--- config.mk ---
export PLATFORM = sky130hd
export DESIGN_NAME = scs_supervisor
export DESIGN_NICKNAME = d
export VERILOG_FILES = /design/src/hdl/scs_pkg.sv /design/src/hdl/scs_supervisor.sv
export SDC_FILE = /design/constraint.sdc
export NUM_CORES = 1
export LEC_CHECK = 0
export ABC_AREA = 0
export BUFFER_PORTS_ARGS = -buffer_cell sky130_fd_sc_hd__buf_2
export CELL_PAD_IN_SITES_DETAIL_PLACEMENT = 0
export CELL_PAD_IN_SITES_GLOBAL_PLACEMENT = 1
export CORE_ASPECT_RATIO = 0.8
export CORE_MARGIN = 4
export CORE_UTILIZATION = 45
export DETAILED_ROUTE_END_ITERATION = 10
export PLACE_DENSITY = 0.87
export SLEW_MARGIN = 10
export SYNTH_ARGS = -nofsm -noshare
export SYNTH_HDL_FRONTEND = slang
export SYNTH_SLANG_ARGS = --single-unit
--- constraint.sdc ---
create_clock -name mclk_i -period 6.7 [get_ports mclk_i]
set_input_delay 1.005 -clock mclk_i [delete_from_list [all_inputs] [get_ports mclk_i]]
set_output_delay 1.005 -clock mclk_i [all_outputs]
set_load 0.01 [all_outputs]
--- src/hdl/scs_pkg.sv ---
package scs_pkg;

  // ----------------------------------------------------------------
  // Register map
  // ----------------------------------------------------------------
  localparam logic [7:0] OFS_CTRL = 8'h00;
  localparam logic [7:0] OFS_REF = 8'h04;
  localparam logic [7:0] OFS_BKTIME = 8'h08;
  localparam logic [7:0] OFS_STATUS = 8'h0c;
  localparam logic [7:0] OFS_EST = 8'h10;
  localparam logic [7:0] OFS_ROT = 8'h14;
  localparam logic [7:0] OFS_ANGLE = 8'h18;

  // ----------------------------------------------------------------
  // Field positions in the control and reference words
  // ----------------------------------------------------------------
  localparam int CTRL_MODE = 0;
  localparam int CTRL_INDIV = 3;
  localparam int CTRL_FEN = 4;
  localparam int CTRL_FSEL = 5;
  localparam int CTRL_REFSIDE = 8;
  localparam int CTRL_USE = 9;
  localparam int CTRL_ONSTART = 12;
  localparam int CTRL_SSA = 15;
  localparam int CTRL_SSB = 16;
  localparam int CTRL_ACLOSE = 17;
  localparam int CTRL_OBJ = 18;
  localparam int CTRL_RESTR = 21;
  localparam int REF_S1 = 0;
  localparam int REF_S2 = 4;
  localparam int REF_S3 = 8;

  // ----------------------------------------------------------------
  // Modes and limits
  // ----------------------------------------------------------------
  typedef enum logic [2:0] {MODE_ON, MODE_BLOCKED, MODE_TEST, MODE_TESTBLK, MODE_OFF} scs_mode_e;
  localparam logic [2:0] FORCE_NORMAL = 3'h0;
  localparam logic [2:0] FORCE_MAX = 3'h6;
  localparam logic [2:0] REF1_MAX_FULL = 3'h6;
  localparam logic [2:0] REF1_MAX_RESTR = 3'h3;
  localparam logic [1:0] REF2_MAX = 2'h3;
  localparam logic [2:0] OBJ_MAX = 3'h4;
  localparam logic [18:0] BK_MAX = 19'h57e40;
  localparam logic [18:0] BK_RESET = 19'h0000a;
  localparam logic [16:0] TIME_MAX = 17'h11940;
  localparam logic signed [19:0] ANG_MAX = 20'sh57e40;

  // ----------------------------------------------------------------
  // Timing
  // ----------------------------------------------------------------
  localparam int CLK_MHZ = 40;
  localparam int PROG_TIME_US = 5000;
  localparam int PROG_CYCLES = PROG_TIME_US * CLK_MHZ;

  // ----------------------------------------------------------------
  // Bus answers
  // ----------------------------------------------------------------
  localparam logic [1:0] RESP_OKAY = 2'h0;
  localparam logic [1:0] RESP_SLVERR = 2'h2;

endpackage

--- src/hdl/scs_supervisor.sv ---
// Register access over AXI4-Lite and the address map were chosen for this implementation.
`timescale 1ns/1ps
module scs_supervisor #(
  parameter int PROG_CYCLES = scs_pkg::PROG_CYCLES
) (
  input wire logic mclk_i, // 40 MHz clock
  input wire logic resetn_i, // Async reset, active low
  input wire logic ce_i, // Clock enable
  input wire logic blocking_i, // Blocking matrix input pin
  input wire logic [2:0] stage_start_input_i, // Stage start pins
  input wire logic [2:0] mag_ok_i, // Magnitude within limit
  input wire logic [2:0] freq_ok_i, // Frequency within limit
  input wire logic [2:0] ang_ok_i, // Angle within limit
  input wire logic [16:0] est_close_i, // Time to synchronism, 5 ms units
  input wire logic [16:0] rot_time_i, // Rotation time, 5 ms units
  input wire logic signed [19:0] angle_i, // Angle, 0.001 deg units
  input wire logic [7:0] s_axi_awaddr, // Write address
  input wire logic s_axi_awvalid, // Write address valid
  output logic s_axi_awready, // Write address ready
  input wire logic [31:0] s_axi_wdata, // Write data
  input wire logic [3:0] s_axi_wstrb, // Byte strobes
  input wire logic s_axi_wvalid, // Write data valid
  output logic s_axi_wready, // Write data ready
  output logic [1:0] s_axi_bresp, // Write response
  output logic s_axi_bvalid, // Write response valid
  input wire logic s_axi_bready, // Write response ready
  input wire logic [7:0] s_axi_araddr, // Read address
  input wire logic s_axi_arvalid, // Read address valid
  output logic s_axi_arready, // Read address ready
  output logic [31:0] s_axi_rdata, // Read data
  output logic [1:0] s_axi_rresp, // Read response
  output logic s_axi_rvalid, // Read data valid
  input wire logic s_axi_rready, // Read data ready
  output logic [2:0] match_confirmed_o, // Per-stage match confirmed
  output logic [2:0] stage_blocked_o, // Per-stage blocked
  output logic [4:0] close_cmd_o // One-clock close pulse per object
);

  typedef struct packed {
    logic awr;
    logic wr;
    logic bv;
    logic [1:0] bresp;
    logic arr;
    logic rv;
    logic [1:0] rresp;
    logic [31:0] rdata;
    scs_pkg::scs_mode_e mode;
    logic indiv;
    logic fen;
    logic [2:0] fsel;
    logic refside;
    logic [2:0] use_stage;
    logic [2:0] onstart;
    logic ssa;
    logic ssb;
    logic aclose;
    logic [2:0] obj;
    logic restr;
    logic [2:0] ref1;
    logic [1:0] ref2;
    logic ref3;
    logic [18:0] bk;
    logic [2:0] blk_s;
    logic blk_f;
    logic [2:0][2:0] st_s;
    logic [2:0] st_f;
    logic [19:0] cnt;
    logic blk_smp;
    logic [2:0] conf;
    logic [2:0] blkd;
    logic [4:0] close;
    logic done;
    logic [16:0] est;
    logic [16:0] rot;
    logic signed [19:0] ang;
  } scs_state_s;

  scs_state_s q;
  scs_state_s d;
  logic tick_w;
  logic blk_eff_w;
  logic [2:0] avail_w;
  logic [2:0] run_w;
  logic [2:0] cond_w;
  logic [31:0] ctrl_w;
  logic [31:0] ref_w;

  // ----------------------------------------------------------------
  // Helpers
  // ----------------------------------------------------------------
  function automatic logic [31:0] merge(input logic [31:0] old, input logic [31:0] nw, input logic [3:0] strb);
    logic [31:0] r;
    r = old;
    for (int i = 0; i < 4; i++) begin
      if (strb[i]) begin
        r[i*8 +: 8] = nw[i*8 +: 8];
      end
    end
    return r;
  endfunction

  localparam int CTRL_MODE_HI = scs_pkg::CTRL_MODE + 2;

  // Readback views of the setting words
  always_comb begin
    ctrl_w = '0;
    ctrl_w[CTRL_MODE_HI:scs_pkg::CTRL_MODE] = q.mode;
    ctrl_w[scs_pkg::CTRL_INDIV] = q.indiv;
    ctrl_w[scs_pkg::CTRL_FEN] = q.fen;
    ctrl_w[scs_pkg::CTRL_FSEL +: 3] = q.fsel;
    ctrl_w[scs_pkg::CTRL_REFSIDE] = q.refside;
    ctrl_w[scs_pkg::CTRL_USE +: 3] = q.use_stage;
    ctrl_w[scs_pkg::CTRL_ONSTART +: 3] = q.onstart;
    ctrl_w[scs_pkg::CTRL_SSA] = q.ssa;
    ctrl_w[scs_pkg::CTRL_SSB] = q.ssb;
    ctrl_w[scs_pkg::CTRL_ACLOSE] = q.aclose;
    ctrl_w[scs_pkg::CTRL_OBJ +: 3] = q.obj;
    ctrl_w[scs_pkg::CTRL_RESTR] = q.restr;
    ref_w = '0;
    ref_w[scs_pkg::REF_S1 +: 3] = q.ref1;
    ref_w[scs_pkg::REF_S2 +: 2] = q.ref2;
    ref_w[scs_pkg::REF_S3] = q.ref3;
  end

  // ----------------------------------------------------------------
  // Stage qualification
  // ----------------------------------------------------------------
  always_comb begin
    tick_w = (q.cnt == 20'(PROG_CYCLES - 1));
    blk_eff_w = q.blk_f || q.mode == scs_pkg::MODE_BLOCKED || q.mode == scs_pkg::MODE_TESTBLK;
    avail_w[0] = (q.ssa || q.ssb) && q.ref1 != 3'h0;
    avail_w[1] = q.ssa && q.ssb && q.ref2 != 2'h0;
    avail_w[2] = q.ssa && q.ssb && q.ref3;
    for (int s = 0; s < 3; s++) begin
      run_w[s] = q.use_stage[s] && avail_w[s] && (!q.onstart[s] || q.st_f[s])
        && q.mode != scs_pkg::MODE_OFF;
      cond_w[s] = run_w[s] && mag_ok_i[s] && freq_ok_i[s] && ang_ok_i[s];
    end
  end

  // ----------------------------------------------------------------
  // Next state
  // ----------------------------------------------------------------
  always_comb begin
    logic [31:0] nv;
    logic [2:0] fidx;
    nv = '0;
    fidx = '0;
    d = q;
    d.close = '0;
    // Pin synchronisers, change taken when stages two and three agree
    d.blk_s = {q.blk_s[1:0], blocking_i};
    if (q.blk_s[1] == q.blk_s[2]) begin
      d.blk_f = q.blk_s[2];
    end
    for (int s = 0; s < 3; s++) begin
      d.st_s[s] = {q.st_s[s][1:0], stage_start_input_i[s]};
      if (q.st_s[s][1] == q.st_s[s][2]) begin
        d.st_f[s] = q.st_s[s][2];
      end
    end
    // Evaluation cycle
    d.cnt = tick_w ? 20'h00000 : q.cnt + 20'h00001;
    if (tick_w) begin
      d.blk_smp = blk_eff_w;
      for (int s = 0; s < 3; s++) begin
        d.conf[s] = cond_w[s] && !blk_eff_w;
        d.blkd[s] = cond_w[s] && blk_eff_w;
      end
      if (q.fen && q.fsel != scs_pkg::FORCE_NORMAL) begin
        fidx = q.fsel - 3'h1;
        d.conf[fidx[2:1]] = fidx[0];
        d.blkd[fidx[2:1]] = !fidx[0];
      end
      d.est = (est_close_i > scs_pkg::TIME_MAX) ? scs_pkg::TIME_MAX : est_close_i;
      d.rot = (rot_time_i > scs_pkg::TIME_MAX) ? scs_pkg::TIME_MAX : rot_time_i;
      d.ang = (angle_i > scs_pkg::ANG_MAX) ? scs_pkg::ANG_MAX
        : (angle_i < -scs_pkg::ANG_MAX) ? -scs_pkg::ANG_MAX : angle_i;
      // Automatic close, stage one only, once per confirmed episode
      if (!d.conf[0]) begin
        d.done = 1'b0;
      end else if (q.aclose && !q.done && q.mode == scs_pkg::MODE_ON
                   && {2'h0, q.est} <= q.bk) begin
        d.close[q.obj] = 1'b1;
        d.done = 1'b1;
      end
    end
    // Write channel: both halves offered, accept together
    d.awr = 1'b0;
    d.wr = 1'b0;
    if (!q.awr && !q.bv && s_axi_awvalid && s_axi_wvalid) begin
      d.awr = 1'b1;
      d.wr = 1'b1;
    end
    if (q.bv && s_axi_bready) begin
      d.bv = 1'b0;
    end
    if (q.awr && s_axi_awvalid && s_axi_wvalid) begin
      d.bv = 1'b1;
      d.bresp = scs_pkg::RESP_OKAY;
      unique case (s_axi_awaddr)
        scs_pkg::OFS_CTRL: begin
          nv = merge(ctrl_w, s_axi_wdata, s_axi_wstrb);
          if (q.indiv && nv[CTRL_MODE_HI:scs_pkg::CTRL_MODE] <= 3'(scs_pkg::MODE_OFF)) begin
            d.mode = scs_pkg::scs_mode_e'(nv[CTRL_MODE_HI:scs_pkg::CTRL_MODE]);
          end
          d.indiv = nv[scs_pkg::CTRL_INDIV];
          d.fen = nv[scs_pkg::CTRL_FEN];
          if (nv[scs_pkg::CTRL_FSEL +: 3] <= scs_pkg::FORCE_MAX) begin
            d.fsel = nv[scs_pkg::CTRL_FEN] ? nv[scs_pkg::CTRL_FSEL +: 3] : scs_pkg::FORCE_NORMAL;
          end
          d.refside = nv[scs_pkg::CTRL_REFSIDE];
          d.use_stage = nv[scs_pkg::CTRL_USE +: 3];
          d.onstart = nv[scs_pkg::CTRL_ONSTART +: 3];
          d.ssa = nv[scs_pkg::CTRL_SSA];
          d.ssb = nv[scs_pkg::CTRL_SSB];
          d.aclose = nv[scs_pkg::CTRL_ACLOSE];
          if (nv[scs_pkg::CTRL_OBJ +: 3] <= scs_pkg::OBJ_MAX) begin
            d.obj = nv[scs_pkg::CTRL_OBJ +: 3];
          end
          d.restr = nv[scs_pkg::CTRL_RESTR];
        end
        scs_pkg::OFS_REF: begin
          nv = merge(ref_w, s_axi_wdata, s_axi_wstrb);
          if (nv[scs_pkg::REF_S1 +: 3] <= (q.restr ? scs_pkg::REF1_MAX_RESTR : scs_pkg::REF1_MAX_FULL)) begin
            d.ref1 = nv[scs_pkg::REF_S1 +: 3];
          end
          d.ref2 = nv[scs_pkg::REF_S2 +: 2];
          d.ref3 = nv[scs_pkg::REF_S3];
        end
        scs_pkg::OFS_BKTIME: begin
          nv = merge({13'h0000, q.bk}, s_axi_wdata, s_axi_wstrb);
          if (nv[31:19] == 13'h0000 && nv[18:0] <= scs_pkg::BK_MAX) begin
            d.bk = nv[18:0];
          end
        end
        scs_pkg::OFS_STATUS, scs_pkg::OFS_EST, scs_pkg::OFS_ROT, scs_pkg::OFS_ANGLE: begin
          d.bresp = scs_pkg::RESP_OKAY;
        end
        default: begin
          d.bresp = scs_pkg::RESP_SLVERR;
        end
      endcase
    end
    // Read channel
    d.arr = 1'b0;
    if (!q.arr && !q.rv && s_axi_arvalid) begin
      d.arr = 1'b1;
    end
    if (q.rv && s_axi_rready) begin
      d.rv = 1'b0;
    end
    if (q.arr && s_axi_arvalid) begin
      d.rv = 1'b1;
      d.rresp = scs_pkg::RESP_OKAY;
      unique case (s_axi_araddr)
        scs_pkg::OFS_CTRL: d.rdata = ctrl_w;
        scs_pkg::OFS_REF: d.rdata = ref_w;
        scs_pkg::OFS_BKTIME: d.rdata = {13'h0000, q.bk};
        scs_pkg::OFS_STATUS: d.rdata = {21'h00000, q.done, q.blk_smp, q.blkd, q.conf, run_w};
        scs_pkg::OFS_EST: d.rdata = {15'h0000, q.est};
        scs_pkg::OFS_ROT: d.rdata = {15'h0000, q.rot};
        scs_pkg::OFS_ANGLE: d.rdata = {{12{q.ang[19]}}, q.ang};
        default: begin
          d.rdata = '0;
          d.rresp = scs_pkg::RESP_SLVERR;
        end
      endcase
    end
  end

  // ----------------------------------------------------------------
  // State register
  // ----------------------------------------------------------------
  always_ff @(posedge mclk_i or negedge resetn_i) begin
    if (!resetn_i) begin
      q <= '0;
      q.mode <= scs_pkg::MODE_ON;
      q.bk <= scs_pkg::BK_RESET;
    end else if (ce_i) begin
      q <= d;
    end
  end

  // Outputs straight from the state register
  assign s_axi_awready = q.awr;
  assign s_axi_wready = q.wr;
  assign s_axi_bvalid = q.bv;
  assign s_axi_bresp = q.bresp;
  assign s_axi_arready = q.arr;
  assign s_axi_rvalid = q.rv;
  assign s_axi_rresp = q.rresp;
  assign s_axi_rdata = q.rdata;
  assign match_confirmed_o = q.conf;
  assign stage_blocked_o = q.blkd;
  assign close_cmd_o = q.close;
endmodule

==> impl_results.md <==
- Cell Pwr Density: around 220 mW/mm^2
- Area of the multi-input gates: between 0.004 and 0.005 mm^2
- Clk_lat worst skew: around 440 ps
- Fin. max-slew vios: 0
- Top FF cell, synth: dfrtp_1
- Rel. slew slack: 21.14%
- Slowest-stage cell, CP: nor3_1
- DRT Wirelength: roughly 27,000 um
- I/O Pins: approximately 180
- Clk_skew: 15.20 ps
- Clock transition at the registers of the reported paths: 70 ps
- Endpoints failing setup: 0
- Pin count of the biggest net entering global routing: 65
- Fin util: a little over half
- RSZ-0062 raised after global routing: false
- Hpwl dp: 20,310 um
- Setup ws final: ~3300 ps
- IO Port Bufs: between 150 and 200
- Fin crit share: 50.71%
- GRT Util Overall: 22.88%
- Crit path launch type: input pin
- Ranking of synthesized cells by area: dfrtp_1, mux2_2, buf_4
- CP max stage delay: 1060 ps
- Kind of critical path: in2reg
- Worst-path cell chain: buf_2, nand3_1, or2_2, nor3_1, a21oi_1
- Register area: between 0.004 and 0.005 mm^2
- Nets: ~1,200
- CTS tree: done
- Number of antenna violations at the first check in global routing: 0
- Die width: 170.9 um
- Clock buffer count from CTS: 17
- Count of TritonRoute iterations in the first routing pass: 5
- Setup crit end kind: register
- CTS root buf: clkbuf_16
- Leak: approximately 0.0053 uW
- # hold bufs at CTS: 0
- Most frequent cells in the layout: dfrtp_1, buf_2, nand2_1
- Filler cell count: between 1,500 and 2,000
- Asr flop ratio synth: 100.0%
- Hold WC Path Type: reg2reg
- CP Buf/Inv Count: 1
- Initial DRC count: approximately 600
- WL per Instance: about 20 um
- Minimum clock period after layout: roughly 3400 ps
- Worst EP required: between 6000 and 7000 ps
- H-tree depth: 4
- Achievable Freq: just under 300 MHz
- Hold Fails Final Rpt: 0
- Outcome: finished clean
- Dominant cell type by area after synthesis: dfrtp_1
- Synth top area share: approximately 46%
- Post-route ant nets: 0
- Total die area: around 0.024 mm^2
- Core area: slightly above 0.02 mm^2
- VDD IR-drop max: between 0.1 and 0.15 mV
- Setup Buffers After CTS: 0
- Clock tree buffer depth: 2
- Final RePlAce weighted congestion: between 0.9 and 1
- Row count: between 40 and 50
- Most common cell after layout, fill and taps aside: dfrtp_1
- Layout cells sized above 1: a little over a quarter
- Post-route DRC: 0
- Die Ht: ~140 um
- Post-synth cell types: between 60 and 70
- Post-Syn Area: 0.009554 mm^2
- ANT cells: 0
- Initial Util: 46.02%
- Fin Setup TNS: 0 ps
- CP top delay family: simple AND/OR/NAND/NOR gates
- Routed vias: around 7,700
- Number of warnings issued by yosys: 0
- Synthesized instance count: just over 900
- Global-route wire length before repair: between 40,000 and 50,000 um
- CTS resizes: 0
- Crit Path Max Fanout: 48
- Clk sinks: between 150 and 200
- Worst-Margin Slew: approximately 1200 ps
- Max_cap viols: 0
- Final Cell Area: roughly 0.011 mm^2
- DP Worst Slack: 2890 ps
- #FFs+latches synth: 179
- Post-synth EDFFs: 0
- Total gr overflow: 0
- Vias per Instance: a little under 6
- Syn_area_per_cell: between 10 and 15 um^2
- Area growth, synth to finish: 14.27%
- Vias in the first global route: between 7,000 and 8,000
- Dpl cell area: between 0.01 and 0.015 mm^2
- Sequential cell area fraction in the yosys report: a little under half
- Crit path arrival time: approximately 3700 ps
==> stage by stage <==
step | hold WS (ps) | total power (uW) | std cells
2_1_floorplan | 438.8 | 1275 | 934
4_1_cts | 474.4 | 2411 | 1330
5_1_grt | 505.6 | 2495 | 1330
3_3_place_gp | 452.0 | 1383 | 1298
3_5_place_dp | 459.4 | 1389 | 1298
6_report | 475.4 | 2397 | 1330
==> layout make-up <==
type                    instances  share of cell area, %
clock buffers                  20                  4.091
flip-flops and latches        179                  41.05
repair buffers                181                  8.469
well taps                     269                  3.083
multi-input cells             627                  40.44
clock inverters                12                  1.421
inverters                      42                  1.444
==> cells by family (layout without fill, tap and decap cells) <==
group | after synthesis | count (layout) | share of synthesized area [%]
flops | 179 | 179 | 46.91
other cells | 1 | 2 | 0.03925
compound gates | 210 | 210 | 15.06
mux | 82 | 82 | 10.69
simple gates | 296 | 296 | 16.07
buf+inv | 128 | 255 | 6.941
xor+xnor | 14 | 14 | 1.283
fa+ha+maj | 23 | 23 | 3.012
==> sequential cells by signal, summed over array words and instances (netlist names) <==
signal / flops
stage_blocked_o: 3
s_axi_rresp: 1
s_axi_arready: 1
s_axi_rdata: 23
s_axi_bresp: 1
s_axi_awready: 1
s_axi_rvalid: 1
close_cmd_o: 5
match_confirmed_o: 3
d: 8
s_axi_bvalid: 1
ctrl_w: 22
q: 109
==> per-layer routing <==
metal,part of all wire (%),wire length [um],track usage [%],up-vias
met1,47,12680,34.55,3791
met5,0,0,0,-
li1,-,-,-,3581
met3,8.3,2220,6.164,26
met4,1.2,325,4.168,0
met2,43,11620,33.61,341
==> final timing paths <==
| path | cells past startpoint | slack [ps] | startpoint | endpoint |
|---|---|---|---|---|
| hold / removal | 2 | 480 | q[36]$_DFFE_PN0P_ | q[36]$_DFFE_PN0P_ |
| setup / recovery | 5 | 3300 | ce_i | q[43]$_DFFE_PN0P_ |
| min in group asynchronous | 1 | 560 | resetn_i | s_axi_bresp[1]$_DFFE_PN0P_ |
| max in group asynchronous | 2 | 4910 | resetn_i | q[45]$_DFFE_PN0P_ |
| setup reg to reg | 5 | 3590 | q[80]$_DFFE_PN0P_ | q[43]$_DFFE_PN0P_ |
| hold reg to reg | 2 | 480 | q[36]$_DFFE_PN0P_ | q[36]$_DFFE_PN0P_ |
==> worst reg2reg max path, delay by kind of cell (launching register included) <==
kind / cells / cell delay, ps
flip-flops: 1 / 450
AND/OR/NAND/NOR: 4 / 2340
AO/OA/AOI/OAI: 1 / 160
==> cell usage after synthesis (3+ instances only) <==
cell type  number
a211oi_1        9
a21o_1          6
a21oi_1        43
a22o_1         36
a22oi_1         3
a31oi_1         9
a32o_1          6
a32oi_1         3
and2_1          6
and3_1         21
buf_1           4
buf_4          48
clkbuf_1       32
dfrtp_1       177
ha_1           23
inv_1          42
mux2_2         50
mux2i_1        21
mux4_2         11
nand2_1        86
nand2b_1       14
nand3_1        25
nand3b_1        7
nand4_1        10
nor2_1         58
nor2b_1         7
nor3_1         19
nor3b_1         5
nor4_1         11
o2111ai_1       3
o211ai_1        3
o21a_1          7
o21ai_0        53
o221ai_1        6
o31a_1          3
o31ai_1         5
o32ai_1         3
or4_1           5
xnor2_1         7
xor2_1          7
==> power breakdown <==
part	switching, uW	internal, uW	leakage, uW
registers	39.3	1120	0.00243
clock network	430	598	0.000291
logic	125	84.8	0.00257
total	594	1800	0.00529
No activity file was read; power rests on OpenSTA's default activity.
